$ cat src/pkg/lts_pkg.sv
/*
 * lts_pkg: shared constants and types of the line trigger and strobe control
 * block: register map, field codes, limits, reset values and timing counts.
 * Assumes a 100 MHz aclk; all time registers are held in units derived here.
 */
`default_nettype none

package lts_pkg;

	////////////////////////////////////////////////////////////////////////////
	// clock and time units
	localparam int unsigned CLK_PERIOD_NS = 10;
	localparam int unsigned US_NS         = 1000;
	localparam int unsigned CYC_PER_US    = US_NS / CLK_PERIOD_NS;
	// fractional microsecond registers count hundredths of a microsecond
	localparam int unsigned CENTI_US_NS   = 10;
	localparam int unsigned CYC_PER_CENTI = CENTI_US_NS / CLK_PERIOD_NS;

	////////////////////////////////////////////////////////////////////////////
	// register byte offsets
	localparam logic [7:0] ADDR_CTRL = 8'h00;
	localparam logic [7:0] ADDR_LPER = 8'h04;
	localparam logic [7:0] ADDR_EXPO = 8'h08;
	localparam logic [7:0] ADDR_RATE = 8'h0C;
	localparam logic [7:0] ADDR_SDLY = 8'h10;
	localparam logic [7:0] ADDR_SDUR = 8'h14;
	localparam logic [7:0] ADDR_STAT = 8'h18;

	localparam logic [1:0] RESP_OKAY   = 2'h0;
	localparam logic [1:0] RESP_SLVERR = 2'h2;

	////////////////////////////////////////////////////////////////////////////
	// control word, bit 0 upward: stages, flip, area, inv, strobe mode,
	// filter, rescaler, activation, source, trigger on
	typedef struct packed {
		logic       trig_on;    // bit 16
		logic [2:0] src;        // bits 15:13
		logic [1:0] act;        // bits 12:11
		logic       resc_en;    // bit 10
		logic [2:0] filt;       // bits 9:7
		logic [1:0] strb_mode;  // bits 6:5
		logic       strb_inv;   // bit 4
		logic       area;       // bit 3
		logic       flip;       // bit 2
		logic [1:0] stages;     // bits 1:0, code minus one
	} lts_cfg_type;
	localparam int unsigned CFG_W = $bits(lts_cfg_type);

	localparam logic [2:0] SRC_CC1    = 3'h1;
	localparam logic [2:0] SRC_EXT    = 3'h5;
	localparam logic [1:0] ACT_RISE   = 2'h0;
	localparam logic [1:0] ACT_FALL   = 2'h1;
	localparam logic [1:0] ACT_BOTH   = 2'h2;
	localparam logic [1:0] SM_OFF     = 2'h0;
	localparam logic [1:0] SM_PULSE   = 2'h1;
	localparam logic [1:0] SM_FOLLOW  = 2'h2;
	localparam logic [2:0] FILT_MAX   = 3'h5;
	localparam logic [9:0] FILT_BASE  = 10'h010;

	////////////////////////////////////////////////////////////////////////////
	// limits and reset values
	localparam logic [31:0] RATE_SCALE = 32'h0000_03E8; // rate counts thousandths
	localparam logic [31:0] RATE_MIN   = 32'h0000_000A; // 0.010
	localparam logic [31:0] RATE_MAX   = 32'h0001_86A0; // 100.000
	localparam logic [31:0] SDLY_MAX   = 32'h0001_86A0; // 1000.00 us
	localparam logic [31:0] SDUR_MIN   = 32'h0000_0064; // 1.00 us
	localparam logic [31:0] SDUR_MAX   = 32'h0001_86A0; // 1000.00 us
	localparam logic [31:0] EXPO_MAX   = 32'h000F_FFFF;

	localparam lts_cfg_type CFG_RST = '{trig_on: 1'b0, src: SRC_CC1, act: ACT_RISE,
		resc_en: 1'b0, filt: 3'h0, strb_mode: SM_OFF, strb_inv: 1'b0, area: 1'b0,
		flip: 1'b0, stages: 2'h3};
	localparam logic [31:0] LPER_RST = 32'h0000_0B29; // 28.57 us, about 35 kHz
	localparam logic [31:0] EXPO_RST = 32'h0000_000A;
	localparam logic [31:0] RATE_RST = 32'h0000_03E8;
	localparam logic [31:0] SDLY_RST = 32'h0000_0000;
	localparam logic [31:0] SDUR_RST = 32'h0000_0064;

	// strobe sequencer states
	typedef enum logic [2:0] {
		ST_IDLE = 3'b001,
		ST_DLY  = 3'b010,
		ST_ACT  = 3'b100
	} lts_strobe_type;

endpackage

`default_nettype wire

$ cat src/rtl/lts_trig_filter.sv
/*
 * lts_trig_filter: synchronises both trigger pins, picks one, rejects pulses
 * shorter than the selected noise filter length and flags its edges.
 * Assumes the pins are asynchronous to aclk.
 */
`timescale 1ns/1ps
`default_nettype none

module lts_trig_filter (
	// clock and reset
	input  wire logic       aclk,
	input  wire logic       aresetn,
	// raw pins, bit 0 frame grabber line, bit 1 external line
	input  wire logic [1:0] pins_raw,
	// settings
	input  wire logic       sel_ext,
	input  wire logic       filt_on,
	input  wire logic [2:0] filt_code,
	// filtered level and its edges
	output logic            level,
	output logic            rise,
	output logic            fall
);

	logic [1:0] s1_r;
	logic [1:0] s2_r;
	logic [1:0] s3_r;
	logic       lvl_r;
	logic       lvl_nxt;
	logic [9:0] cnt_r;
	logic [9:0] cnt_nxt;
	logic       rise_nxt;
	logic       fall_nxt;
	logic [9:0] len;
	logic       pick;
	logic       agree;

	////////////////////////////////////////////////////////////////////////////
	genvar gi;
	generate
		for (gi = 0; gi < 2; gi++) begin : g_sync
			always_ff @(posedge aclk) begin
				if (!aresetn) begin
					s1_r[gi] <= 1'b0;
					s2_r[gi] <= 1'b0;
					s3_r[gi] <= 1'b0;
				end else begin
					s1_r[gi] <= pins_raw[gi];
					s2_r[gi] <= s1_r[gi];
					s3_r[gi] <= s2_r[gi];
				end
			end
		end
	endgenerate

	////////////////////////////////////////////////////////////////////////////
	always_comb begin
		pick     = sel_ext ? s3_r[1] : s3_r[0];
		agree    = sel_ext ? (s2_r[1] == s3_r[1]) : (s2_r[0] == s3_r[0]);
		len      = filt_on ? 10'(lts_pkg::FILT_BASE << filt_code) : 10'h001;
		lvl_nxt  = lvl_r;
		cnt_nxt  = 10'h000;
		if (agree && (pick != lvl_r)) begin
			if (cnt_r >= len - 10'h001) begin
				lvl_nxt = pick;
			end else begin
				cnt_nxt = cnt_r + 10'h001;
			end
		end
		rise_nxt = lvl_nxt && !lvl_r;
		fall_nxt = !lvl_nxt && lvl_r;
	end

	always_ff @(posedge aclk) begin
		if (!aresetn) begin
			lvl_r <= 1'b0;
			cnt_r <= 10'h000;
			rise  <= 1'b0;
			fall  <= 1'b0;
		end else begin
			lvl_r <= lvl_nxt;
			cnt_r <= cnt_nxt;
			rise  <= rise_nxt;
			fall  <= fall_nxt;
		end
	end

	assign level = lvl_r;
endmodule

`default_nettype wire

$ cat src/rtl/lts_ctrl.sv
/*
 * lts_ctrl: line start, exposure, stage and strobe control of a line-scan
 * camera, configured over AXI4-Lite.
 * Assumes one 100 MHz clock, synchronous active-low reset, and trigger pins
 * that are asynchronous to it.
 */
`timescale 1ns/1ps
`default_nettype none

module lts_ctrl #(
	parameter int unsigned ADDR_W     = 8,
	parameter int unsigned STAGE_BASE = 16
) (
	// clock and reset
	input  wire logic              aclk,
	input  wire logic              aresetn,
	// AXI4-Lite write
	input  wire logic [ADDR_W-1:0] s_axi_awaddr,
	input  wire logic              s_axi_awvalid,
	output logic                   s_axi_awready,
	input  wire logic [31:0]       s_axi_wdata,
	input  wire logic [3:0]        s_axi_wstrb,
	input  wire logic              s_axi_wvalid,
	output logic                   s_axi_wready,
	output logic [1:0]             s_axi_bresp,
	output logic                   s_axi_bvalid,
	input  wire logic              s_axi_bready,
	// AXI4-Lite read
	input  wire logic [ADDR_W-1:0] s_axi_araddr,
	input  wire logic              s_axi_arvalid,
	output logic                   s_axi_arready,
	output logic [31:0]            s_axi_rdata,
	output logic [1:0]             s_axi_rresp,
	output logic                   s_axi_rvalid,
	input  wire logic              s_axi_rready,
	// trigger pins and strobe pin
	input  wire logic              cc1_in,
	input  wire logic              ext_trig_in,
	output logic                   strobe_out,
	// sensor timing
	output logic                   line_start,
	output logic                   exposure_on,
	output logic [8:0]             stage_count,
	output logic                   flip_x,
	output logic                   area_mode
);

	lts_pkg::lts_cfg_type cfg_r, cfg_nxt, cfg_w;
	logic [31:0] lper_r, lper_nxt, expo_r, expo_nxt, rate_r, rate_nxt;
	logic [31:0] sdly_r, sdly_nxt, sdur_r, sdur_nxt;
	logic [7:0]  aw_addr_r, aw_addr_nxt;
	logic [31:0] w_data_r, w_data_nxt, wv;
	logic [3:0]  w_strb_r, w_strb_nxt;
	logic        aw_hold_r, aw_hold_nxt, w_hold_r, w_hold_nxt;
	logic        awready_nxt, wready_nxt, bvalid_nxt, arready_nxt, rvalid_nxt;
	logic [1:0]  bresp_nxt, rresp_nxt;
	logic [31:0] rdata_nxt;
	logic [15:0] line_cnt_r, line_cnt_nxt;

	////////////////////////////////////////////////////////////////////////////
	// register file

	function automatic logic [31:0] rd_word(input logic [7:0] a);
		case (a)
			lts_pkg::ADDR_CTRL: rd_word = 32'(cfg_r);
			lts_pkg::ADDR_LPER: rd_word = lper_r;
			lts_pkg::ADDR_EXPO: rd_word = expo_r;
			lts_pkg::ADDR_RATE: rd_word = rate_r;
			lts_pkg::ADDR_SDLY: rd_word = sdly_r;
			lts_pkg::ADDR_SDUR: rd_word = sdur_r;
			lts_pkg::ADDR_STAT: rd_word = {line_cnt_r, 7'h00, stage_count};
			default:            rd_word = 32'h0000_0000;
		endcase
	endfunction

	function automatic logic mapped(input logic [7:0] a);
		mapped = (a[1:0] == 2'h0) && (a <= lts_pkg::ADDR_STAT);
	endfunction

	always_comb begin
		aw_hold_nxt = aw_hold_r;
		aw_addr_nxt = aw_addr_r;
		w_hold_nxt  = w_hold_r;
		w_data_nxt  = w_data_r;
		w_strb_nxt  = w_strb_r;
		bvalid_nxt  = s_axi_bvalid;
		bresp_nxt   = s_axi_bresp;
		rvalid_nxt  = s_axi_rvalid;
		rresp_nxt   = s_axi_rresp;
		rdata_nxt   = s_axi_rdata;
		cfg_nxt     = cfg_r;
		lper_nxt    = lper_r;
		expo_nxt    = expo_r;
		rate_nxt    = rate_r;
		sdly_nxt    = sdly_r;
		sdur_nxt    = sdur_r;
		wv          = 32'h0000_0000;
		cfg_w       = cfg_r;
		if (s_axi_bvalid && s_axi_bready)
			bvalid_nxt = 1'b0;
		if (s_axi_awvalid && s_axi_awready) begin
			aw_hold_nxt = 1'b1;
			aw_addr_nxt = 8'(s_axi_awaddr);
		end
		if (s_axi_wvalid && s_axi_wready) begin
			w_hold_nxt = 1'b1;
			w_data_nxt = s_axi_wdata;
			w_strb_nxt = s_axi_wstrb;
		end
		if (aw_hold_r && w_hold_r && !s_axi_bvalid) begin
			aw_hold_nxt = 1'b0;
			w_hold_nxt  = 1'b0;
			bvalid_nxt  = 1'b1;
			bresp_nxt   = lts_pkg::RESP_OKAY;
			wv          = rd_word(aw_addr_r);
			for (int i = 0; i < 4; i++)
				if (w_strb_r[i])
					wv[i*8 +: 8] = w_data_r[i*8 +: 8];
			cfg_w = lts_pkg::lts_cfg_type'(wv[lts_pkg::CFG_W-1:0]);
			// out-of-range values are refused and the old value kept
			case (aw_addr_r)
				lts_pkg::ADDR_CTRL:
					if ((cfg_w.src == lts_pkg::SRC_CC1 || cfg_w.src == lts_pkg::SRC_EXT)
					    && cfg_w.act != 2'h3 && cfg_w.filt <= lts_pkg::FILT_MAX
					    && cfg_w.strb_mode != 2'h3 && wv[31:lts_pkg::CFG_W] == '0)
						cfg_nxt = cfg_w;
					else
						bresp_nxt = lts_pkg::RESP_SLVERR;
				lts_pkg::ADDR_LPER:
					if (wv != 32'h0000_0000) lper_nxt = wv;
					else bresp_nxt = lts_pkg::RESP_SLVERR;
				lts_pkg::ADDR_EXPO:
					if (wv <= lts_pkg::EXPO_MAX) expo_nxt = wv;
					else bresp_nxt = lts_pkg::RESP_SLVERR;
				lts_pkg::ADDR_RATE:
					if (wv >= lts_pkg::RATE_MIN && wv <= lts_pkg::RATE_MAX)
						rate_nxt = wv;
					else
						bresp_nxt = lts_pkg::RESP_SLVERR;
				lts_pkg::ADDR_SDLY:
					if (wv <= lts_pkg::SDLY_MAX) sdly_nxt = wv;
					else bresp_nxt = lts_pkg::RESP_SLVERR;
				lts_pkg::ADDR_SDUR:
					if (wv >= lts_pkg::SDUR_MIN && wv <= lts_pkg::SDUR_MAX)
						sdur_nxt = wv;
					else
						bresp_nxt = lts_pkg::RESP_SLVERR;
				default: bresp_nxt = lts_pkg::RESP_SLVERR;
			endcase
		end
		awready_nxt = !aw_hold_nxt;
		wready_nxt  = !w_hold_nxt;
		if (s_axi_rvalid && s_axi_rready)
			rvalid_nxt = 1'b0;
		if (s_axi_arvalid && s_axi_arready) begin
			rvalid_nxt = 1'b1;
			rdata_nxt  = rd_word(8'(s_axi_araddr));
			rresp_nxt  = mapped(8'(s_axi_araddr)) ? lts_pkg::RESP_OKAY : lts_pkg::RESP_SLVERR;
		end
		arready_nxt = !rvalid_nxt;
	end

	always_ff @(posedge aclk) begin
		if (!aresetn) begin
			aw_hold_r     <= 1'b0;
			aw_addr_r     <= 8'h00;
			w_hold_r      <= 1'b0;
			w_data_r      <= 32'h0000_0000;
			w_strb_r      <= 4'h0;
			s_axi_awready <= 1'b1;
			s_axi_wready  <= 1'b1;
			s_axi_bvalid  <= 1'b0;
			s_axi_bresp   <= lts_pkg::RESP_OKAY;
			s_axi_arready <= 1'b1;
			s_axi_rvalid  <= 1'b0;
			s_axi_rresp   <= lts_pkg::RESP_OKAY;
			s_axi_rdata   <= 32'h0000_0000;
			cfg_r         <= lts_pkg::CFG_RST;
			lper_r        <= lts_pkg::LPER_RST;
			expo_r        <= lts_pkg::EXPO_RST;
			rate_r        <= lts_pkg::RATE_RST;
			sdly_r        <= lts_pkg::SDLY_RST;
			sdur_r        <= lts_pkg::SDUR_RST;
		end else begin
			aw_hold_r     <= aw_hold_nxt;
			aw_addr_r     <= aw_addr_nxt;
			w_hold_r      <= w_hold_nxt;
			w_data_r      <= w_data_nxt;
			w_strb_r      <= w_strb_nxt;
			s_axi_awready <= awready_nxt;
			s_axi_wready  <= wready_nxt;
			s_axi_bvalid  <= bvalid_nxt;
			s_axi_bresp   <= bresp_nxt;
			s_axi_arready <= arready_nxt;
			s_axi_rvalid  <= rvalid_nxt;
			s_axi_rresp   <= rresp_nxt;
			s_axi_rdata   <= rdata_nxt;
			cfg_r         <= cfg_nxt;
			lper_r        <= lper_nxt;
			expo_r        <= expo_nxt;
			rate_r        <= rate_nxt;
			sdly_r        <= sdly_nxt;
			sdur_r        <= sdur_nxt;
		end
	end

	////////////////////////////////////////////////////////////////////////////
	// trigger input, line pacing, rescaler, exposure

	logic        trig_lvl, trig_rise, trig_fall, acc_evt;
	logic [31:0] lp_cnt_r, lp_cnt_nxt, per_cnt_r, per_cnt_nxt, in_per_r, in_per_nxt;
	logic [47:0] acc_r, acc_nxt, thr, acc_sum;
	logic [39:0] exp_cnt_r, exp_cnt_nxt;
	logic        line_nxt, exp_nxt;

	lts_trig_filter u_filt (
		.aclk      (aclk),
		.aresetn   (aresetn),
		.pins_raw  ({ext_trig_in, cc1_in}),
		.sel_ext   (cfg_r.src == lts_pkg::SRC_EXT),
		.filt_on   (cfg_r.resc_en),
		.filt_code (cfg_r.filt),
		.level     (trig_lvl),
		.rise      (trig_rise),
		.fall      (trig_fall)
	);

	always_comb begin
		case (cfg_r.act)
			lts_pkg::ACT_RISE: acc_evt = trig_rise;
			lts_pkg::ACT_FALL: acc_evt = trig_fall;
			lts_pkg::ACT_BOTH: acc_evt = trig_rise || trig_fall;
			default:           acc_evt = 1'b0;
		endcase
		acc_evt      = acc_evt && cfg_r.trig_on;
		line_nxt     = 1'b0;
		lp_cnt_nxt   = 32'h0000_0000;
		per_cnt_nxt  = (per_cnt_r == 32'hFFFF_FFFF) ? per_cnt_r : per_cnt_r + 32'h1;
		in_per_nxt   = in_per_r;
		thr          = 48'(in_per_r) * 48'(lts_pkg::RATE_SCALE);
		acc_sum      = acc_r + 48'(rate_r);
		acc_nxt      = 48'h0;
		if (!cfg_r.trig_on) begin
			if (lp_cnt_r >= lper_r - 32'h1)
				line_nxt = 1'b1;
			else
				lp_cnt_nxt = lp_cnt_r + 32'h1;
		end else if (!cfg_r.resc_en) begin
			line_nxt = acc_evt;
		end else begin
			// input period measured between accepted edges; fractional
			// multiplier by phase accumulation, no divider needed
			if (acc_evt) begin
				in_per_nxt  = per_cnt_r + 32'h1;
				per_cnt_nxt = 32'h0000_0000;
			end
			if (in_per_r != 32'h0000_0000) begin
				acc_nxt = acc_sum;
				if (acc_sum >= thr) begin
					line_nxt = 1'b1;
					acc_nxt  = acc_sum - thr;
				end
			end
		end
		line_cnt_nxt = line_cnt_r + (line_nxt ? 16'h0001 : 16'h0000);
		exp_nxt      = 1'b0;
		exp_cnt_nxt  = 40'h0;
		if (cfg_r.area) begin
			if (line_nxt && expo_r != 32'h0000_0000) begin
				exp_nxt     = 1'b1;
				exp_cnt_nxt = 40'(expo_r) * 40'(lts_pkg::CYC_PER_US) - 40'h1;
			end else if (exp_cnt_r != 40'h0) begin
				exp_nxt     = 1'b1;
				exp_cnt_nxt = exp_cnt_r - 40'h1;
			end
		end
	end

	always_ff @(posedge aclk) begin
		if (!aresetn) begin
			lp_cnt_r    <= 32'h0000_0000;
			per_cnt_r   <= 32'h0000_0000;
			in_per_r    <= 32'h0000_0000;
			acc_r       <= 48'h0;
			exp_cnt_r   <= 40'h0;
			line_start  <= 1'b0;
			exposure_on <= 1'b0;
			line_cnt_r  <= 16'h0000;
			stage_count <= 9'h000;
			flip_x      <= 1'b0;
			area_mode   <= 1'b0;
		end else begin
			lp_cnt_r    <= lp_cnt_nxt;
			per_cnt_r   <= per_cnt_nxt;
			in_per_r    <= in_per_nxt;
			acc_r       <= acc_nxt;
			exp_cnt_r   <= exp_cnt_nxt;
			line_start  <= line_nxt;
			exposure_on <= exp_nxt;
			line_cnt_r  <= line_cnt_nxt;
			stage_count <= 9'((cfg_r.stages + 2'h1) * STAGE_BASE);
			flip_x      <= cfg_r.flip;
			area_mode   <= cfg_r.area;
		end
	end

	////////////////////////////////////////////////////////////////////////////
	// strobe sequencer

	lts_pkg::lts_strobe_type st_r, st_nxt;
	logic [31:0] st_cnt_r, st_cnt_nxt;
	logic        strb_evt, strb_lvl;

	always_comb begin
		strb_evt   = cfg_r.trig_on ? acc_evt : line_nxt;
		st_nxt     = st_r;
		st_cnt_nxt = st_cnt_r;
		case (st_r)
			lts_pkg::ST_IDLE:
				if (strb_evt && cfg_r.strb_mode == lts_pkg::SM_PULSE) begin
					st_nxt     = (sdly_r == 32'h0) ? lts_pkg::ST_ACT : lts_pkg::ST_DLY;
					st_cnt_nxt = (sdly_r == 32'h0) ? sdur_r - 32'h1 : sdly_r - 32'h1;
				end
			lts_pkg::ST_DLY:
				if (st_cnt_r == 32'h0) begin
					st_nxt     = lts_pkg::ST_ACT;
					st_cnt_nxt = sdur_r - 32'h1;
				end else begin
					st_cnt_nxt = st_cnt_r - 32'h1;
				end
			lts_pkg::ST_ACT:
				if (st_cnt_r == 32'h0)
					st_nxt = lts_pkg::ST_IDLE;
				else
					st_cnt_nxt = st_cnt_r - 32'h1;
			default: st_nxt = lts_pkg::ST_IDLE;
		endcase
		// a mode change mid-pulse abandons the pulse
		if (cfg_r.strb_mode != lts_pkg::SM_PULSE)
			st_nxt = lts_pkg::ST_IDLE;
		case (cfg_r.strb_mode)
			lts_pkg::SM_PULSE:  strb_lvl = (st_r == lts_pkg::ST_ACT);
			lts_pkg::SM_FOLLOW: strb_lvl = cfg_r.trig_on && trig_lvl;
			default:            strb_lvl = 1'b0;
		endcase
	end

	always_ff @(posedge aclk) begin
		if (!aresetn) begin
			st_r       <= lts_pkg::ST_IDLE;
			st_cnt_r   <= 32'h0000_0000;
			strobe_out <= 1'b0;
		end else begin
			st_r       <= st_nxt;
			st_cnt_r   <= st_cnt_nxt;
			strobe_out <= strb_lvl ^ cfg_r.strb_inv;
		end
	end
endmodule

`default_nettype wire

$ cat config.mk
export PLATFORM = sky130hd
export DESIGN_NAME = lts_ctrl
export DESIGN_NICKNAME = d
export VERILOG_FILES = /design/src/pkg/lts_pkg.sv /design/src/rtl/lts_trig_filter.sv /design/src/rtl/lts_ctrl.sv
export SDC_FILE = /design/constraint.sdc
export NUM_CORES = 2
export LEC_CHECK = 0
export ABC_AREA = 1
export BUFFER_PORTS_ARGS = -buffer_cell sky130_fd_sc_hd__buf_2
export CAP_MARGIN = 20
export CELL_PAD_IN_SITES_DETAIL_PLACEMENT = 1
export CELL_PAD_IN_SITES_GLOBAL_PLACEMENT = 1
export CORE_AREA = 4 4 362 364
export DETAILED_ROUTE_END_ITERATION = 10
export DIE_AREA = 0 0 366 368
export PLACE_DENSITY = 0.61
export SLEW_MARGIN = 5
export SYNTH_ARGS = -nofsm -noshare
export SYNTH_HDL_FRONTEND = slang
export SYNTH_SLANG_ARGS = --single-unit
$ cat constraint.sdc
create_clock -name aclk -period 22 [get_ports aclk]
set_input_delay 6.6 -clock aclk [delete_from_list [all_inputs] [get_ports aclk]]
set_output_delay 6.6 -clock aclk [all_outputs]
set_load 0.01 [all_outputs]
# Word level (Yosys, flattened, before mapping)
# Cells that the tools add are included.
# totals
in_bits	61
regBits	532
word_cells	230
output_inout_bits	55
# op_classes
n_reduce_logical	56
bitwise_logic	3
add_sub_neg	14
shifts	1
n_mux	59
order_cmp	9
mul	2
eq_ne	33
# op_table
op	count
32-bit one-hot mux with 7 select lines	2
32-bit two-way mux	8
32-bit by 1-bit subtractor with 32-bit output (second input constant)	4
32-bit one-hot mux with 3 select lines	1
32-bit nonzero test	3
40-bit two-way mux	2
32-bit by 1-bit adder with 32-bit output (second input constant)	2
32-bit logical NOT	2
8-bit two-way mux	8
48-bit by 32-bit adder with 48-bit output	1
8-bit by 5-bit equality test with 1-bit output (second input constant)	6
48-bit by 42-bit >= comparator with 1-bit output	1
48-bit two-way mux	1
48-bit by 42-bit subtractor with 48-bit output	1
40-bit nonzero test	1
39-bit by 1-bit subtractor with 40-bit output (second input constant)	1
40-bit by 1-bit subtractor with 40-bit output (second input constant)	1
32-bit by 7-bit multiplier with 39-bit output (second input constant)	1
32-bit by 5-bit multiplier with 37-bit output (second input constant)	1
32-bit equality test (second input constant)	1
8-bit by 4-bit equality test with 1-bit output (second input constant)	4
32-bit >= comparator	1
32-bit by 4-bit >= comparator with 1-bit output (second input constant)	1
32-bit by 7-bit >= comparator with 1-bit output (second input constant)	1
other kinds (43)	122

# Depth between registers and ports, before layout
# depth
depth_word	12
ltp_mapped	52
ltp_nobuf	52

# Modules after synthesis
# From an unflattened synthesis, not the netlist that was laid out.
# hier_totals
cells_unflattened	6802
hier_area_um2	45000.7
# by_module_without_submodules
module	instances	area_each_um2	seq_area_each_um2	cells_per_inst
lts_ctrl	1	43934.6	10109.7	6659
lts_trig_filter	1	1066.0	380.4	143

# Worst setup path after synthesis
# OpenSTA, ideal clock, no wires.
# synth_timing
path_type	input-to-reg
from	input s_axi_araddr[1]
to	register s_axi_rdata[25]
path_stages	12
arrival_time_ns	8.081
setup_slack_ns	13.849
required_time_ns	21.930
setup_ns	0.070
n_path_buf	1
path_cell_list	nor2_1 inv_1 nor2_1 inv_1 nor2_1 inv_1 nor2_1 inv_1 clkbuf_1 o21ai_0 o31ai_1 a21oi_1
# synth_between
elab_chain_len	2
elab_cells_between_ends	8
classes_between	6 x eq/ne; 1 x mux; 1 x reduce/logical
# synth_lines
element	line	text
start: declaration	lts_ctrl.sv:29	input wire logic [ADDR_W-1:0] s_axi_araddr,
8-bit by 5-bit equality test with 1-bit output (tied with other cells)	lts_ctrl.sv:64	case (a)
32-bit one-hot mux with 7 select lines *	lts_ctrl.sv:64	
end signal: assignment	lts_ctrl.sv:197	s_axi_rdata <= rdata_nxt;
end: declaration	lts_ctrl.sv:32	output logic [31:0] s_axi_rdata,
# Every way passes the cells marked *; elsewhere a longest branch is shown, timed or not.
# A chain may end at the register's enable or synchronous reset.

# Final worst setup path
# layout_timing
from	register in_per_r[0]
to	register line_cnt_r[15]
# layout_between
elab_chain_len	8
elab_cells_between_ends	9
classes_between	1 x add/sub; 1 x mul; 1 x order compare; 5 x mux; 1 x reduce/logical
# layout_lines
element	line	text
start: declaration	lts_ctrl.sv:211	logic [31:0] lp_cnt_r, lp_cnt_nxt, per_cnt_r, per_cnt_nxt, in_per_r, in_per_nxt;
start signal: assignment	lts_ctrl.sv:295	in_per_r <= in_per_nxt;
32-bit by 7-bit multiplier with 39-bit output	lts_ctrl.sv:240	thr = 48'(in_per_r) * 48'(lts_pkg::RATE_SCALE);
48-bit by 42-bit >= comparator with 1-bit output	lts_ctrl.sv:259	if (acc_sum >= thr) begin
1-bit two-way mux	lts_ctrl.sv:259	
1-bit two-way mux *	lts_ctrl.sv:257	if (in_per_r != 32'h0000_0000) begin
1-bit two-way mux *	lts_ctrl.sv:248	end else if (!cfg_r.resc_en) begin
1-bit two-way mux *	lts_ctrl.sv:243	if (!cfg_r.trig_on) begin
named net line_nxt	lts_ctrl.sv:214	logic line_nxt, exp_nxt;
1-bit two-way mux *	lts_ctrl.sv:265	line_cnt_nxt = line_cnt_r + (line_nxt ? 16'h0001 : 16'h0000);
16-bit by 1-bit adder with 16-bit output *	lts_ctrl.sv:265	
end signal: assignment	lts_ctrl.sv:300	line_cnt_r <= line_cnt_nxt;
end: declaration	lts_ctrl.sv:58	logic [15:0] line_cnt_r, line_cnt_nxt;
# Mark *: on every way through the listed nets, which the timed path passes. The rest lies on a longest branch.

==> flow_summary.toml <==
[worst_setup_path]
regToRegSetupSlack_ns = 12.36
cell_occurring_most_often_along_the_worst_timing_path = "sky130_fd_sc_hd__nand2_1"
cp_max_fo = 9
timing.critical_path.arrival_ns = 10.23
worst_path_max_delay_cell = "sky130_fd_sc_hd__fa_1"
r2r_cells = 44
crit_path_start_kind = "flip-flop"
worst_path_dominant_cell_family = "simple AND/OR/NAND/NOR gates"
reg2reg_to = "line_cnt_r[15]"
critPathCaptureType = "flip-flop"
setup.worst_path.class = "flip-flop to flip-flop"
worst_r2r_startpoint = "in_per_r[0]"
cpPeakStageDelay_ns = 0.53
cp_num_buf_inv = 4
timing.critical_path.required_ns = 22.59
worstSetupPathDepth = 44

[cts]
clock_sink_count = 524
cts_hold_buffers = 0
clockBufferDepth = 3
clock_slew_seen_by_the_registers_of_the_worst_setup_and_hold_paths_ns = 0.06
h-tree-depth = 3
postCtsSetupBuffers = 0
post_cts_resize_count = 0
cts_tree = "yes"
cts_made_buffers = 69
clock_insertion_delay_worst_skew_ns = 0.67
ctsRootBufferMaster = "sky130_fd_sc_hd__clkbuf_16"

[synth]
post_synth_main_area_contributors = "sky130_fd_sc_hd__dfxtp_1, sky130_fd_sc_hd__nand2_1, sky130_fd_sc_hd__ha_1, sky130_fd_sc_hd__inv_1, sky130_fd_sc_hd__nor2_1"
synth.distinct_cells = 66
post_synth_inst_count = 6792
syn_area_per_cell_um2 = 6.56
yosys.area.top_type = "sky130_fd_sc_hd__dfxtp_1"
synth.ff_latch_count = 524
share_of_the_synthesized_area_in_the_top_cell_type = 0.235
synth-main-ff-cell = "sky130_fd_sc_hd__dfxtp_1"
asyncSetResetFlopFracSynth = 0
post_synth_instance_area_mm2 = 0.0446
number_of_synthesized_flops_with_an_enable_pin = 0
seq_area_frac_synth = 0.235
yosysWarningCount = 0

[global_routing]
first_global_vias = 46200
all_layer_global_routing_usage = 0.275
grt_remaining_overflow = 0
grt_pass1_wl_mm = 287
maximum_number_of_pins_on_one_net_before_global_route_repair = 102
grt_antenna_before_repair = 2

[finish]
final_net_count = 7389
antenna_cells = 0
flow.area_growth_from_synthesis_pct = 10.4
layout.core_utilization = 0.386
post_route_cells_drive_above_1_share = 0.0499
multi_input_comb_area_mm2 = 0.0290
finalNonFillerCells = 8551
register_area_mm2 = 0.0105
num-fill-cells = 16600

[hold_path]
min_delay_src = "u_filt.s1_r[1]"
hold_end = "u_filt.s2_r[1]"
holdCritPathClass = "flip-flop to flip-flop"
hold-path-cell-count = 2

[timing]
final-setup-viol-count = 0
timing.max_slew.rel_slack = 0.253
final_hold_viol_count = 0
layout_worst_path_cycle_share = 0.438
grt_setup_unrepaired = "false"
post-route-min-period_ns = 9.64
fmax_ghz = 0.104
worst_clock_skew_ns = 0.0375
final.setup.tns_ns = 0
final-max-slew-violation-count = 0
timing_worst_slew_pin_value_ns = 1.12

[placement]
placer_congestion = 0.945
dp_cells = 8423
hpwlAfterDp_mm = 155
port_buffers = 107

[outcome]
result_of_the_run = "finished clean"

[detailed_routing]
routed_wire_length_per_instance_um = 22.2
drt_iter0_markers = 2992
routed_via_density = 5.26
drt_wl_total_mm = 189
postRouteAntennaNets = 0
routed-via-count = 45000
detail_route.first_pass.iterations = 7
drcViolationCount = 0

[power_and_ir_drop]
p_per_area_mw_per_mm2 = 47.9
p_leak_uw = 0.0245
post-layout-total-power_uw = 2360
max-vdd-ir-drop_v = 0.0000461

[die]
die-height_um = 368
rows = 131
fp.dieArea_mm2 = 0.135
die_extent_in_x_um = 366
core_region_area_mm2 = 0.127
count_of_boundary_i_o_pins = 116
floorplan.initialDensity = 0.350

[job]
maxCapViolations = 0
flip-flops by register name, summed over array words and instances (netlist names), 3 cells and up:
| signal | count |
|---|---|
| u_filt.cnt_r | 10 |
| expo_r | 32 |
| sdly_r | 32 |
| acc_r | 48 |
| st_r | 3 |
| per_cnt_r | 32 |
| in_per_r | 32 |
| w_strb_r | 4 |
| st_cnt_r | 32 |
| cfg_r | 17 |
| w_data_r | 32 |
| stage_count | 3 |
| lper_r | 32 |
| s_axi_rdata | 32 |
| line_cnt_r | 16 |
| aw_addr_r | 8 |
| sdur_r | 32 |
| lp_cnt_r | 32 |
| rate_r | 32 |
| exp_cnt_r | 40 |
worst min-delay path: cells and delay by family (launching register included):
family,cells,cell delay [ns]
flops,1,0.30
simple gates,1,0.05
buf+inv,1,0.05
synth_stat cells (all sizes together), types with 16 or more instances:
library cell and n:
nand2 1386, inv 1126, nor2 922, dfxtp 524, a21oi 450, o21ai 434
nand3 362, ha 347, xor2 217, nor3 156, fa 147, clkbuf 117
xnor2 99, nand4 83, buf 77, o22ai 50, nor4 44, o221ai 32
a221oi 31, a31oi 31, o211ai 24, or2 16
worst max path at each step:
stage,end,from,slack [ns]
after floorplan,s_axi_rdata[25],s_axi_araddr[1],13.85
after global placement,line_cnt_r[15],in_per_r[0],12.78
after detailed placement,line_cnt_r[14],in_per_r[0],12.54
after CTS,line_cnt_r[14],in_per_r[0],12.48
after global routing,line_cnt_r[14],in_per_r[0],11.46
final,line_cnt_r[15],in_per_r[0],12.36
area by class of cell:
class / count / share of cell area
sequential: 524 / 0.213
clock inverter: 30 / 0.00918
timing repair buffer: 158 / 0.0195
tap: 1662 / 0.0423
clock buffer: 96 / 0.0403
inverter: 1132 / 0.0864
multi-input combinational: 4949 / 0.589
cell families after synthesis:
logic type,count (synthesis),share of synthesized area
AOI/OAI and AO/OA,1129,0.141
xor gates and xnor gates,316,0.0621
adders and majority gates,494,0.163
buffers and inverters,1326,0.116
DFF,524,0.235
muxes,1,0.000224
other,1,0.0000841
and+or+nand+nor,3001,0.282
report_power, final:
group          leakage (uW)  internal [uW]  switching [uW]
registers           0.00424            960            9.38
logic                0.0191           35.4             117
clock network       0.00120            742             495
total                0.0245           1740             621
metrics by stage:
stage / setup slack (ns) / area [um2] / hold slack (ns)
2_1_floorplan: 13.85 / 44600 / 0.390
3_3_place_gp: 12.78 / 46700 / 0.421
3_5_place_dp: 12.54 / 46700 / 0.418
4_1_cts: 12.48 / 49200 / 0.431
5_1_grt: 11.46 / 49200 / 0.451
6_report: 12.36 / 49200 / 0.424
layer usage:
layer / wire (um) / vias to the layer above / share of wire / GRT usage
li1: - / 21900 / - / -
met2: 91400 / 943 / 0.48 / 0.488
met3: 8520 / 273 / 0.045 / 0.0364
met4: 7070 / 0 / 0.037 / 0.0914
met5: 0 / - / 0 / 0
met1: 82400 / 21900 / 0.44 / 0.343
placed cells by master, fill, tap and decap left out, types with 12 or more instances in the layout:
master	n
sky130_fd_sc_hd__nor2_1	913
sky130_fd_sc_hd__a31oi_1	31
sky130_fd_sc_hd__clkbuf_16	71
sky130_fd_sc_hd__inv_1	1114
sky130_fd_sc_hd__o221ai_1	32
sky130_fd_sc_hd__o21ai_0	414
sky130_fd_sc_hd__buf_4	49
sky130_fd_sc_hd__clkinv_2	13
sky130_fd_sc_hd__xor2_1	217
sky130_fd_sc_hd__fa_1	147
sky130_fd_sc_hd__o21ai_1	20
sky130_fd_sc_hd__nor4_1	39
sky130_fd_sc_hd__nand3_1	359
sky130_fd_sc_hd__o22ai_1	50
sky130_fd_sc_hd__buf_2	106
sky130_fd_sc_hd__a21oi_1	447
sky130_fd_sc_hd__xnor2_1	99
sky130_fd_sc_hd__nand2_2	12
sky130_fd_sc_hd__dfxtp_1	524
sky130_fd_sc_hd__or2_2	16
sky130_fd_sc_hd__nor3_1	151
sky130_fd_sc_hd__clkbuf_1	14
sky130_fd_sc_hd__o211ai_1	24
sky130_fd_sc_hd__o21bai_1	12
sky130_fd_sc_hd__ha_1	347
sky130_fd_sc_hd__nand4_1	83
sky130_fd_sc_hd__a221oi_1	31
sky130_fd_sc_hd__nand2_1	1370
(Power assumes the default switching activity.)
